## config.mk

```make
export PLATFORM = sky130hd
export DESIGN_NAME = clock_select_and_divide
export DESIGN_NICKNAME = d
export VERILOG_FILES = /design/src/verilog/clock_select_pkg.sv /design/src/verilog/osc_divider.sv /design/src/verilog/clock_select_and_divide.sv
export SDC_FILE = /design/constraint.sdc
export NUM_CORES = 1
export LEC_CHECK = 0
export BUFFER_PORTS_ARGS = -buffer_cell sky130_fd_sc_hd__buf_2
export CAP_MARGIN = 40
export CORE_UTILIZATION = 44
export DETAILED_ROUTE_END_ITERATION = 8
export HOLD_SLACK_MARGIN = 0.12
export PLACE_DENSITY = 0.73
export SLEW_MARGIN = 25
export SYNTH_ARGS = -nofsm -noshare
export SYNTH_HDL_FRONTEND = slang
export SYNTH_SLANG_ARGS = --single-unit
```

## constraint.sdc

```tcl
create_clock -name clk_sys -period 1.5 [get_ports clk_sys]
set_input_delay 0.225 -clock clk_sys [delete_from_list [all_inputs] [get_ports clk_sys]]
set_output_delay 0.225 -clock clk_sys [all_outputs]
set_load 0.02 [all_outputs]
```

## src/verilog/clock_select_pkg.sv

```systemverilog
// Purpose: shared constants, encodings and carriers of the clock select block
// Assumes: APB with 32-bit data, one aligned word per register
// Notes: printed offsets are register indices, byte address is four times
package clock_select_pkg;

   localparam int ADDR_W = 20;

   // register indices as printed; the word view index is placed after them
   localparam logic [ADDR_W-1:0] ZERO_INDEX = 20'h0F002;
   localparam logic [ADDR_W-1:0] ONE_INDEX = 20'h0F003;
   localparam logic [ADDR_W-1:0] FWORD_INDEX = 20'h0F004;
   localparam logic [ADDR_W-1:0] ZERO_ADDR = {ZERO_INDEX[ADDR_W-3:0], 2'h0};
   localparam logic [ADDR_W-1:0] ONE_ADDR = {ONE_INDEX[ADDR_W-3:0], 2'h0};
   localparam logic [ADDR_W-1:0] FWORD_ADDR = {FWORD_INDEX[ADDR_W-3:0], 2'h0};

   // reset values
   localparam logic [7:0] ZERO_RESET = 8'h33;
   localparam logic [7:0] ONE_RESET = 8'h03;

   // field positions of control register zero
   localparam int DIV_LSB = 0;
   localparam int MODE_LSB = 2;
   localparam int OUT_LSB = 4;

   // field positions of control register one
   localparam int SEL_BIT = 0;
   localparam int EN_BIT = 1;
   localparam int DBL_BIT = 2;
   localparam int LOCK_BIT = 7;

   // byte lane of the high register inside the word view
   localparam int HI_LANE = 1;

   typedef enum logic [1:0] {
      MODE_RC = 2'h0,
      MODE_XTAL = 2'h1,
      MODE_PLL = 2'h2,
      MODE_EXT = 2'h3
   } osc_mode_t;

   typedef enum logic [1:0] {
      DIV_1 = 2'h0,
      DIV_2 = 2'h1,
      DIV_4 = 2'h2,
      DIV_8 = 2'h3
   } div_code_t;

   // oscillator pulses counted before the oscillator clock is supplied
   localparam logic [12:0] RC_START_COUNT = 13'h0080;
   localparam logic [12:0] XTAL_START_COUNT = 13'h1000;
   localparam logic [12:0] PLL_START_COUNT = 13'h1000;
   localparam logic [12:0] EXT_START_COUNT = 13'h0001;

   typedef enum logic [1:0] {
      ST_OFF,
      ST_COUNT,
      ST_RUN
   } start_state_t;

   typedef struct packed {
      logic psel;
      logic penable;
      logic pwrite;
      logic [ADDR_W-1:0] paddr;
      logic [31:0] pwdata;
      logic [3:0] pstrb;
   } apb_req_t;

   typedef struct packed {
      logic [31:0] prdata;
      logic pready;
      logic pslverr;
   } apb_rsp_t;

endpackage

```

## src/verilog/osc_divider.sv

```systemverilog
// Purpose: divides an oscillator pulse stream by 1, 2, 4 or 8
// Assumes: tick_in is a one-cycle strobe per oscillator period
// Notes: output pulse is registered, one cycle after the input pulse
`timescale 1ns/1ps
`default_nettype none
module osc_divider
   import clock_select_pkg::*;
(
   input wire logic clk,
   input wire logic rst_n,
   input wire logic tick_in,
   input wire logic run,
   input wire div_code_t code,
   output logic tick_out
);

   logic [2:0] count;
   logic [2:0] next_count;
   logic next_tick_out;
   logic [2:0] mask;

   always_comb begin
      unique case (code)
         DIV_1: mask = 3'h0;
         DIV_2: mask = 3'h1;
         DIV_4: mask = 3'h3;
         DIV_8: mask = 3'h7;
      endcase
      next_count = count;
      next_tick_out = 1'b0;
      // a stopped source restarts the phase so the first period is whole
      if (!run) begin
         next_count = 3'h0;
      end else if (tick_in) begin
         next_count = count + 3'h1;
         next_tick_out = ((count & mask) == mask);
      end
   end

   always_ff @(posedge clk or negedge rst_n) begin
      if (!rst_n) begin
         count <= 3'h0;
         tick_out <= 1'b0;
      end else begin
         count <= next_count;
         tick_out <= next_tick_out;
      end
   end

endmodule
`default_nettype wire

```

## src/verilog/clock_select_and_divide.sv

```systemverilog
// Purpose: frequency control registers and clock selection of the clock generator
// Assumes: oscillator and slow clocks arrive as one-cycle strobes on clk_sys
// Notes: APB slave answers one cycle after setup, no wait states
//
// Overview of operation
// after reset CPU runs on RC divided by eight
// fast divisor field picks 1, 1/2, 1/4, 1/8
// PLL mode turns undivided code into half
// mode field picks RC, crystal, PLL or external
// mode field writable only while oscillator disabled
// software drops to slow clock before mode change
// output divisor field picks 1, 1/2, 1/4, 1/8
// select bit routes slow or fast clock to CPU
// select bit forced zero while oscillator disabled
// enable bit starts and stops fast oscillator
// doubler bit gates the doubled slow clock
// lock flag reads one only when PLL in range
// register zero at its address, byte or word access
// register one at next address, byte only
// RC mode supplies clock after 128 pulses
// crystal mode supplies clock after 4096 pulses
// PLL mode supplies clock after 4096 pulses
// unused bits read zero and ignore writes
//
// Added by the designer: the APB interface to the registers.
`timescale 1ns/1ps
`default_nettype none
module clock_select_and_divide
   import clock_select_pkg::*;
(
   input wire logic clk_sys,
   input wire logic rstn,
   input wire apb_req_t apb_req,
   output apb_rsp_t apb_rsp,
   input wire logic osc_tick,
   input wire logic slow_tick,
   input wire logic slow_double_tick,
   input wire logic pll_in_range,
   output logic fast_osc_enable,
   output osc_mode_t osc_mode,
   output logic oscillator_clock_valid,
   output logic fast_clock_tick,
   output logic port_output_clock_tick,
   output logic cpu_clock_tick,
   output logic cpu_on_fast,
   output logic doubler_enable,
   output logic doubled_slow_clock_tick,
   output logic pll_lock_flag
);

   ////////////////////////////////////////////////////////////////////////////
   // reset release

   logic rst_meta;
   logic rst_n;

   // async assert, release through two flops so no flop leaves reset alone
   always_ff @(posedge clk_sys or negedge rstn) begin
      if (!rstn) begin
         rst_meta <= 1'b0;
         rst_n <= 1'b0;
      end else begin
         rst_meta <= 1'b1;
         rst_n <= rst_meta;
      end
   end

   ////////////////////////////////////////////////////////////////////////////
   // control register state

   div_code_t fast_div;
   div_code_t next_fast_div;
   div_code_t out_div;
   div_code_t next_out_div;
   osc_mode_t next_osc_mode;
   logic next_fast_osc_enable;
   logic next_cpu_on_fast;
   logic next_doubler_enable;
   logic next_pll_lock_flag;

   logic [7:0] zero_view;
   logic [7:0] one_view;

   always_comb begin
      zero_view = 8'h00;
      zero_view[DIV_LSB +: 2] = fast_div;
      zero_view[MODE_LSB +: 2] = osc_mode;
      zero_view[OUT_LSB +: 2] = out_div;
      one_view = 8'h00;
      one_view[SEL_BIT] = cpu_on_fast;
      one_view[EN_BIT] = fast_osc_enable;
      one_view[DBL_BIT] = doubler_enable;
      one_view[LOCK_BIT] = pll_lock_flag;
   end

   ////////////////////////////////////////////////////////////////////////////
   // APB decode

   logic setup_phase;
   logic commit;
   logic hit_zero;
   logic hit_one;
   logic hit_word;
   logic wr_zero;
   logic wr_one;
   logic [7:0] wr_zero_data;
   logic [7:0] wr_one_data;
   apb_rsp_t next_apb_rsp;

   always_comb begin
      setup_phase = apb_req.psel && !apb_req.penable;
      // a write lands only at the edge where the master sees pready
      commit = apb_req.psel && apb_req.penable && apb_rsp.pready;
      hit_zero = (apb_req.paddr == ZERO_ADDR);
      hit_one = (apb_req.paddr == ONE_ADDR);
      // word view sits one index above register one and carries both bytes
      hit_word = (apb_req.paddr == FWORD_ADDR);
      wr_zero = 1'b0;
      wr_one = 1'b0;
      wr_zero_data = apb_req.pwdata[7:0];
      wr_one_data = apb_req.pwdata[7:0];
      if (commit && apb_req.pwrite && !apb_rsp.pslverr) begin
         if (hit_zero) begin
            wr_zero = apb_req.pstrb[0];
         end
         if (hit_one) begin
            // byte-only register: its single byte sits in lane zero
            wr_one = apb_req.pstrb[0];
         end
         if (hit_word) begin
            wr_zero = apb_req.pstrb[0];
            wr_one = apb_req.pstrb[HI_LANE];
            wr_one_data = apb_req.pwdata[15:8];
         end
      end
   end

   always_comb begin
      next_apb_rsp = apb_rsp;
      // answer is registered at setup, so the access phase never waits
      if (setup_phase) begin
         next_apb_rsp.pready = 1'b1;
         // unmapped addresses answer with an error and read as zero
         next_apb_rsp.pslverr = !(hit_zero || hit_one || hit_word);
         next_apb_rsp.prdata = 32'h0000_0000;
         if (!apb_req.pwrite) begin
            if (hit_zero) begin
               next_apb_rsp.prdata[7:0] = zero_view;
            end
            if (hit_one) begin
               next_apb_rsp.prdata[7:0] = one_view;
            end
            if (hit_word) begin
               next_apb_rsp.prdata[15:0] = {one_view, zero_view};
            end
         end
      end else begin
         next_apb_rsp.pready = 1'b0;
         next_apb_rsp.pslverr = 1'b0;
      end
   end

   always_ff @(posedge clk_sys or negedge rst_n) begin
      if (!rst_n) begin
         apb_rsp <= '0;
      end else begin
         apb_rsp <= next_apb_rsp;
      end
   end

   ////////////////////////////////////////////////////////////////////////////
   // register update

   always_comb begin
      next_fast_div = fast_div;
      next_out_div = out_div;
      next_osc_mode = osc_mode;
      next_fast_osc_enable = fast_osc_enable;
      next_cpu_on_fast = cpu_on_fast;
      next_doubler_enable = doubler_enable;
      if (wr_zero) begin
         next_fast_div = div_code_t'(wr_zero_data[DIV_LSB +: 2]);
         next_out_div = div_code_t'(wr_zero_data[OUT_LSB +: 2]);
         // the mode cannot move under a running oscillator
         if (!fast_osc_enable) begin
            next_osc_mode = osc_mode_t'(wr_zero_data[MODE_LSB +: 2]);
         end
      end
      if (wr_one) begin
         next_fast_osc_enable = wr_one_data[EN_BIT];
         next_doubler_enable = wr_one_data[DBL_BIT];
         next_cpu_on_fast = wr_one_data[SEL_BIT];
      end
      // select bit pinned to slow while the fast oscillator is off
      if (!next_fast_osc_enable) begin
         next_cpu_on_fast = 1'b0;
      end
      // lock needs PLL mode, oscillator on and in-range frequency
      next_pll_lock_flag = pll_in_range && fast_osc_enable
         && (osc_mode == MODE_PLL);
   end

   always_ff @(posedge clk_sys or negedge rst_n) begin
      if (!rst_n) begin
         fast_div <= div_code_t'(ZERO_RESET[DIV_LSB +: 2]);
         out_div <= div_code_t'(ZERO_RESET[OUT_LSB +: 2]);
         osc_mode <= osc_mode_t'(ZERO_RESET[MODE_LSB +: 2]);
         fast_osc_enable <= ONE_RESET[EN_BIT];
         cpu_on_fast <= ONE_RESET[SEL_BIT];
         doubler_enable <= ONE_RESET[DBL_BIT];
         pll_lock_flag <= ONE_RESET[LOCK_BIT];
      end else begin
         fast_div <= next_fast_div;
         out_div <= next_out_div;
         osc_mode <= next_osc_mode;
         fast_osc_enable <= next_fast_osc_enable;
         cpu_on_fast <= next_cpu_on_fast;
         doubler_enable <= next_doubler_enable;
         pll_lock_flag <= next_pll_lock_flag;
      end
   end

   ////////////////////////////////////////////////////////////////////////////
   // oscillator start-up

   start_state_t state;
   start_state_t next_state;
   logic [12:0] pulses;
   logic [12:0] next_pulses;
   logic [12:0] start_limit;
   logic next_valid;

   always_comb begin
      unique case (osc_mode)
         MODE_RC: start_limit = RC_START_COUNT;
         MODE_XTAL: start_limit = XTAL_START_COUNT;
         MODE_PLL: start_limit = PLL_START_COUNT;
         MODE_EXT: start_limit = EXT_START_COUNT;
      endcase
      next_state = state;
      next_pulses = pulses;
      unique case (state)
         ST_OFF: begin
            // every enable restarts the count from zero
            next_pulses = 13'h0000;
            if (fast_osc_enable) begin
               next_state = ST_COUNT;
            end
         end
         ST_COUNT: begin
            if (!fast_osc_enable) begin
               next_state = ST_OFF;
            end else if (osc_tick) begin
               next_pulses = pulses + 13'h0001;
               if (pulses + 13'h0001 >= start_limit) begin
                  next_state = ST_RUN;
               end
            end
         end
         ST_RUN: begin
            if (!fast_osc_enable) begin
               next_state = ST_OFF;
            end
         end
         // the spare state code drops back to OFF
         default: begin
            next_state = ST_OFF;
         end
      endcase
      next_valid = (next_state == ST_RUN);
   end

   // the oscillator already runs when reset ends, so start in RUN
   always_ff @(posedge clk_sys or negedge rst_n) begin
      if (!rst_n) begin
         state <= ST_RUN;
         pulses <= 13'h0000;
         oscillator_clock_valid <= 1'b1;
      end else begin
         state <= next_state;
         pulses <= next_pulses;
         oscillator_clock_valid <= next_valid;
      end
   end

   ////////////////////////////////////////////////////////////////////////////
   // dividers

   div_code_t eff_fast_div;
   div_code_t div_codes [2];
   logic div_ticks [2];

   always_comb begin
      eff_fast_div = fast_div;
      // undivided PLL output exceeds the fast clock limit, halve it
      if (osc_mode == MODE_PLL && fast_div == DIV_1) begin
         eff_fast_div = DIV_2;
      end
      div_codes[0] = eff_fast_div;
      div_codes[1] = out_div;
   end

   generate
      for (genvar ch = 0; ch < 2; ch++) begin : gen_div
         osc_divider u_div (
            .clk(clk_sys),
            .rst_n(rst_n),
            .tick_in(osc_tick),
            .run(oscillator_clock_valid),
            .code(div_codes[ch]),
            .tick_out(div_ticks[ch])
         );
      end
   endgenerate

   always_comb begin
      fast_clock_tick = div_ticks[0];
      port_output_clock_tick = div_ticks[1];
   end

   ////////////////////////////////////////////////////////////////////////////
   // clock routing

   logic next_cpu_tick;
   logic next_double_tick;

   always_comb begin
      // fast selected before start-up ends stalls the CPU, no fallback
      next_cpu_tick = cpu_on_fast ? fast_clock_tick : slow_tick;
      // the doubled source keeps running, only its output is gated
      next_double_tick = doubler_enable && slow_double_tick;
   end

   always_ff @(posedge clk_sys or negedge rst_n) begin
      if (!rst_n) begin
         cpu_clock_tick <= 1'b0;
         doubled_slow_clock_tick <= 1'b0;
      end else begin
         cpu_clock_tick <= next_cpu_tick;
         doubled_slow_clock_tick <= next_double_tick;
      end
   end

endmodule
`default_nettype wire

```

==> flow_metrics.env, run 1 <==
export IMPL_num_rows=28
export IMPL_cts_tree="done"
export IMPL_violations="setup timing"
export IMPL_coreArea_um2=6030
export IMPL_track_usage_pct=22.5
export IMPL_status="finished with violations"
export IMPL_gp_congestion=0.893
export IMPL_critPathMaxFanout=3
export IMPL_via_per_inst=5.23
export IMPL_grt_overflow=0
export IMPL_synth_cell_type_count=47
export IMPL_peakVddDrop_mv=0.433
export IMPL_ys_seq_elements=51
export IMPL_grt_pass1_wl_um=11400
export IMPL_synth_edff_count=0
export IMPL_p_comb_share_pct=8.7
export IMPL_drive_gt1_share_pct=44.9
export IMPL_final_hold_viol_count=0
export IMPL_fp_dieW_um=81.6
export IMPL_cts_sinks=51
export IMPL_antenna_found_initial=0
export IMPL_mappedNetlistArea_um2=2790
export IMPL_clock_root_buffer="clkbuf_8"
export IMPL_rsz0062_at_grt="true"
export IMPL_fp_dieArea_um2=6660
export IMPL_power_switching_mw=0.656
export IMPL_arrival_ns=2.18
export IMPL_power_frac_clock_pct=35.0
export IMPL_hold_class="input pin to register"
export IMPL_nets=474
export IMPL_drc=0
export IMPL_pwr_share_seq_pct=56.4
export IMPL_ys_async_sr_fraction_pct=100
export IMPL_num_vias=2490
export IMPL_hold_path_depth=3
export IMPL_dp_hpwl_um=5010
export IMPL_fmax_mhz=516
export IMPL_synth_top_area_share_pct=38.6
export IMPL_drt_pass1_iterations=4
export IMPL_synth_flop_cell="dfrtp_1"
export IMPL_htreeDepth=2
export IMPL_worst_ep_required_time_ns=1.74
export IMPL_setup_viol=7
export IMPL_syn_avg_cell_area_um2=9.96
export IMPL_wl_per_cell_um=14.9
export IMPL_pin_count=110
export IMPL_final_design_area_no_fill_um2=3860
export IMPL_grt_pass1_vias=2539
export IMPL_synthToLayoutAreaGrowth_pct=38.5
export IMPL_p_int_mw=1.80
export IMPL_io_buffers=63
export IMPL_swShare_pct=26.7
export IMPL_place_area_um2=3550
export IMPL_final_cell_mix="buf_2 (62), buf_4 (54), dfrtp_1 (38), nand2_1 (32), conb_1 (22)"
export IMPL_fin_crit_sh_pct=129
export IMPL_power_density_nw_per_um2=637
export IMPL_fin_util_pct=64.1
export IMPL_hold_slack_ns=0.137
export IMPL_die_h_um=81.6
export IMPL_clkTransAtPathRegs_ns=0.11
export IMPL_synth_area_leaders="dfrtp_1 (39%), dfstp_2 (7.5%), buf_4 (5.9%)"
export IMPL_fin_crit_ns=1.94
export IMPL_clk_latency_ns=0.31
export IMPL_num_antenna_cells=0
export IMPL_cts_buffer_depth=2
export IMPL_startpoint_type="register"
export IMPL_start_util_pct=46.3
export IMPL_yosysWarnings=0
export IMPL_cts_buffers=5
export IMPL_final_common_cell="buf_2"
export IMPL_fin_worst_skew_ns=0.00855
export IMPL_maxCapViolCount=0
export IMPL_worstSetupPathType="register to register"
export IMPL_rr_worst_depth=9
export IMPL_cp_end_kind="register"
export IMPL_fill_cells=486
export IMPL_fin_ws_ns=-0.439
export IMPL_yosysSeqAreaShare_pct=46.1
export IMPL_yosysTopAreaCell="dfrtp_1"
export IMPL_drtAntennaViolNets=0
export IMPL_leakagePower_nw=1.92
export IMPL_synth_cells=280
export IMPL_drt_wl_total_um=7100
export IMPL_dr_first_iter_drc_count=84
export IMPL_grt_max_degree=50
export IMPL_slew_violations=0
==> registers in the layout, indices dropped and copies added, names as in the netlist, 2 cells and up <==
| register | flops |
|---|---|
| apb_rsp | 13 |
| fast_div | 2 |
| gen_div.u_div.count | 6 |
| gen_div.u_div.tick_out | 2 |
| osc_mode | 2 |
| out_div | 2 |
| pulses | 13 |
| state | 2 |
==> timing repair <==
action,4_1_cts,5_1_grt
pin swaps,11,13
hold buffers,1,0
gates resized for setup,11,19
endpoints found under the hold margin,2,0
setup buffers,7,6
setup endpoints to repair,11,15
==> synth_stat cells, types with 2 or more instances <==
cell and n:
a32o_1 4, nor4_4 2, xor2_1 5, ha_1 9
clkbuf_1 8, mux2_1 2, nor3_1 5, o21ai_0 22
nor2_1 15, nand3_1 7, dfrtp_1 43, buf_4 22
mux2i_1 5, inv_1 8, a21oi_1 9, a22o_1 12
o31ai_1 4, and3_1 5, xnor2_1 5, mux2_2 4
nand2_1 33, a31oi_1 2, and2_1 7, nor2b_1 3
nand2b_1 3, nand4_1 6, nand3b_1 2, dfstp_2 8
conb_1 2
==> routing by layer <==
| metal | up-vias | track usage [%] | share of wire [%] |
|---|---|---|---|
| li1 | 1190 | - | - |
| met1 | 1181 | 25.2 | 41 |
| met2 | 110 | 43.3 | 52 |
| met3 | 9 | 3.67 | 6.1 |
| met4 | 0 | 6.67 | 1.0 |
| met5 | - | 0 | 0 |
==> path summary, 6_finish.rpt <==
kind | end | slack, ns | start
worst max-delay path | state[0]$_DFF_PN0_ | -0.44 | pulses[0]$_DFFE_PN0P_
worst min-delay path | out_div[1]$_DFFE_PN1P_ | 0.14 | apb_req[9]
worst max register to register | state[0]$_DFF_PN0_ | -0.44 | pulses[0]$_DFFE_PN0P_
worst min register to register | pulses[9]$_DFFE_PN0P_ | 0.24 | rst_n$_DFF_PN0_
max in group asynchronous | fast_div[1]$_DFFE_PN1P_ | 0.97 | rst_n$_DFF_PN0_
min in group asynchronous | rst_n$_DFF_PN0_ | 0.21 | rstn
==> worst max-delay path, cell delays in order (launching register included) <==
cell and delay [ns]:
dfrtp_2 0.44, buf_6 0.13, buf_6 0.11, ha_4 0.21, nor2_4 0.08, nand4_1 0.08
mux2i_1 0.13, nand2_1 0.10, a2111oi_4 0.44, o2bb2ai_1 0.16
==> cell families (layout without fill, tap and decap cells) <==
family,Yosys count,in the layout,synth area share (%)
mux,11,11,4.22
compound gates,63,63,15.5
buf+inv,39,140,8.25
xor+xnor,10,10,3.14
flops,51,51,46.1
fa+ha+maj,9,9,4.04
simple gates,95,95,18.5
other cells,2,22,0.269
==> power by group through the flow <==
stage                     Combinational (mW)  Clock [mW]  Sequential (mW)
after floorplan                        0.126           0             1.43
after global placement                 0.203           0             1.41
after detailed placement               0.207           0             1.41
after CTS                              0.215       0.878             1.39
after global routing                   0.237       0.934             1.39
final                                  0.213       0.860             1.39
==> final cells by class <==
| class | count | area, um^2 | area share, % |
|---|---|---|---|
| Sequential cell | 51 | 1290 | 33.5 |
| Clock buffer | 5 | 68.8 | 1.78 |
| Inverter | 8 | 30.0 | 0.777 |
| Multi-Input combinational cell | 210 | 1540 | 39.8 |
| Clock inverter | 3 | 27.5 | 0.713 |
| Timing Repair Buffer | 124 | 813 | 21.1 |
| Tap cell | 75 | 93.8 | 2.43 |
==> per-stage QoR <==
stage | total power [mW] | std cells | setup slack (ns) | TNS (ns)
after floorplan | 1.56 | 300 | -0.314 | -1.71
after global placement | 1.62 | 455 | -0.366 | -3.52
after detailed placement | 1.62 | 455 | -0.443 | -4.94
after CTS | 2.48 | 471 | -0.370 | -1.29
after global routing | 2.56 | 476 | -0.574 | -2.57
final | 2.46 | 476 | -0.439 | -1.45
(Power assumes the default switching activity.)
==> inputs of run 2 (changes only) <==
Settings changed: CORE_ASPECT_RATIO from default to 1.25, CORE_UTILIZATION 44 to 45, PLACE_DENSITY 0.73 to 0.74, SYNTH_HIERARCHICAL from default to 1.
==> flow_metrics.env, run 2 <==
export IMPL_status="finished with violations"
export IMPL_violations="setup timing"
export IMPL_worst_ep_required_time_ns=1.73
export IMPL_syn_avg_cell_area_um2=9.82
export IMPL_cts_buffer_depth=2
export IMPL_dp_worst_setup_slack_ns=-0.585
export IMPL_fin_worst_skew_ns=0.00783
export IMPL_clock_root_buffer="clkbuf_8"
export IMPL_num_vias=2689
export IMPL_fill_cells=471
export IMPL_p_comb_share_pct=9.1
export IMPL_drt_wl_total_um=7590
export IMPL_instances_no_fill=515
export IMPL_final_design_area_no_fill_um2=4250
export IMPL_pwr_share_seq_pct=53.6
export IMPL_synth_cell_type_count=59
export IMPL_synth_cells=300
export IMPL_startpoint_type="register"
export IMPL_multiInputGateArea_um2=1810
export IMPL_synth_common_cells="dfrtp_1 (43), nand2_1 (30), o21ai_0 (22), buf_4 (21), nand3_1 (21)"
export IMPL_drt_pass1_iterations=4
export IMPL_worstSetupPathType="register to register"
export IMPL_slew_violations=0
export IMPL_fin_util_pct=68.0
export IMPL_ys_seq_elements=51
export IMPL_drc=0
export IMPL_grt_pass1_wl_um=11400
export IMPL_yosysWarnings=6
export IMPL_dp_cells=494
export IMPL_place_area_um2=3790
export IMPL_synthToLayoutAreaGrowth_pct=44.1
export IMPL_cts_buffers=5
export IMPL_final_cell_mix="buf_2 (61), buf_4 (55), dfrtp_1 (36), nand2_1 (28), conb_1 (22)"
export IMPL_final_seq_area_um2=1290
export IMPL_fin_crit_sh_pct=133
export IMPL_fin_ws_ns=-0.502
export IMPL_fin_crit_ns=2.00
export IMPL_yosysSeqAreaShare_pct=43.7
export IMPL_path_buf_inv=0
export IMPL_num_antenna_cells=0
export IMPL_fp_dieW_um=74.4
export IMPL_maxCapViolCount=0
export IMPL_cts_tree="done"
export IMPL_crit_path_max_incr_delay_ns=0.44
export IMPL_ff2ff_setup_slack_ns=-0.50
export IMPL_synth_most_common_cell="dfrtp_1"
export IMPL_dr_first_iter_drc_count=160
export IMPL_wl_per_cell_um=14.7
export IMPL_start_util_pct=47.2
export IMPL_yosysTopAreaCell="dfrtp_1"
export IMPL_clkTransAtPathRegs_ns=0.10
export IMPL_p_int_mw=1.97
export IMPL_synth_edff_count=0
export IMPL_hold_end="doubled_slow_clock_tick$_DFF_PN0_"
export IMPL_critical_path_cell_chain="ha_4, ha_4, or3b_4, o31ai_4, a21oi_2, nor4b_4, o21ai_1"
export IMPL_via_per_inst=5.22
export IMPL_reg_top3="apb_rsp (13), pulses (13), gen_div.u_div/count (6)"
export IMPL_power_switching_mw=0.614
export IMPL_rr_worst_depth=7
export IMPL_arrival_ns=2.23
export IMPL_drtAntennaViolNets=0
export IMPL_fmax_mhz=499
export IMPL_dp_hpwl_um=5340
export IMPL_pin_count=110
export IMPL_coreArea_um2=6250
export IMPL_leakagePower_nw=2.13
export IMPL_mappedNetlistArea_um2=2950
export IMPL_hold_class="input pin to register"
export IMPL_path_delay_family="simple AND/OR/NAND/NOR gates"
export IMPL_hold_path_depth=2
export IMPL_slowest_stage="dfrtp_2"
export IMPL_track_usage_pct=21.4
export IMPL_cp_common_cell="ha_4"
export IMPL_fp_dieArea_um2=6880
export IMPL_synth_area_leaders="dfrtp_1 (37%), dfstp_2 (7.1%), buf_4 (5.4%)"
export IMPL_synth_flop_cell="dfrtp_1"
export IMPL_grt_pass1_vias=2505
export IMPL_io_buffers=63
export IMPL_die_h_um=92.5
export IMPL_final_hold_viol_count=0
export IMPL_cts_sinks=51
export IMPL_grt_overflow=0
export IMPL_rsz0062_at_grt="true"
export IMPL_clk_latency_ns=0.31
export IMPL_rr_endpoint="oscillator_clock_valid$_DFF_PN1_"
export IMPL_min_from="slow_double_tick"
export IMPL_r2r_start="osc_mode[1]$_DFFE_PN0P_"
export IMPL_peakVddDrop_mv=0.494
export IMPL_gp_congestion=0.839
export IMPL_nets=503
export IMPL_drive_gt1_share_pct=50.2
export IMPL_power_frac_clock_pct=37.3
export IMPL_grt_max_degree=50
export IMPL_tns_ns=-2.70
export IMPL_critPathMaxFanout=3
export IMPL_antenna_found_initial=0
export IMPL_synth_top_area_share_pct=36.5
export IMPL_num_rows=32
export IMPL_final_common_cell="buf_2"
export IMPL_cp_num_cells=7
export IMPL_htreeDepth=2
export IMPL_power_density_nw_per_um2=608
export IMPL_crit_start="osc_mode[1]$_DFFE_PN0P_"
export IMPL_cp_end_kind="register"
export IMPL_setup_viol=13
export IMPL_swShare_pct=23.8
export IMPL_ys_async_sr_fraction_pct=100
[run 2: cell count changes after synthesis, moves of 4 or more]
| cell | delta |
|---|---|
| and2_1 | +4 |
| nand3_1 | +14 |
| clkbuf_1 | -4 |
| a22o_1 | -6 |
| mux2_2 | +5 |
| a32o_1 | -4 |
[run 2: worst max path at each step]
stage                                                  end  slack [ns]
after CTS                               state[0]$_DFF_PN0_       -0.45
after global placement                  state[0]$_DFF_PN0_       -0.54
after global routing                    state[0]$_DFF_PN0_       -0.57
after detailed placement  oscillator_clock_valid$_DFF_PN1_       -0.59
final                     oscillator_clock_valid$_DFF_PN1_       -0.50
after floorplan                         state[0]$_DFF_PN0_       -0.54
[run 2: per-layer routing]
layer | GRT usage, % | up-vias | wire [um]
li1 | - | 1277 | -
met1 | 28.2 | 1289 | 3160
met2 | 36.9 | 109 | 3910
met3 | 2.18 | 14 | 394
met4 | 5.19 | 0 | 136
met5 | 0 | - | 0
[run 2: power groups by stage]
stage | Sequential, mW | Combinational, mW | Clock [mW]
2_1_floorplan | 1.43 | 0.128 | 0
3_3_place_gp | 1.41 | 0.223 | 0
3_5_place_dp | 1.41 | 0.227 | 0
4_1_cts | 1.39 | 0.235 | 0.971
5_1_grt | 1.39 | 0.258 | 1.03
6_report | 1.39 | 0.236 | 0.962
[run 2: layout make-up]
cell class,count,share of cell area [%]
multi-input cells,231,42.6
flip-flops and latches,51,30.5
repair buffers,130,20.8
well taps,85,2.51
clock buffers,6,1.71
inverters,10,0.943
clock inverters,2,0.884
[run 2: timing repair]
| item | 4_1_cts | 5_1_grt |
|---|---|---|
| buffers inserted | 6 | 9 |
| pin swaps | 14 | 12 |
| endpoints found under the setup margin | 17 | 23 |
| hold buffers | 1 | 0 |
| hold endpoints to repair | 2 | 0 |
| gates resized for setup | 20 | 40 |
[run 2: through the flow]
stage	power, mW	hold slack [ns]
detailed placement	1.64	0.0121
floorplan	1.56	-0.0706
finish	2.58	0.140
global placement	1.63	0.0106
CTS	2.59	0.139
global route	2.68	0.143
[run 2: logic make-up after synthesis]
logic type	after synthesis	share of synthesized area, %
and+or+nand+nor	121	23.8
AOI/OAI and AO/OA	55	12.1
DFF	51	43.7
buffers and inverters	38	8.07
muxes	15	5.56
adders and majority gates	9	3.82
xor gates and xnor gates	9	2.67
other	2	0.255
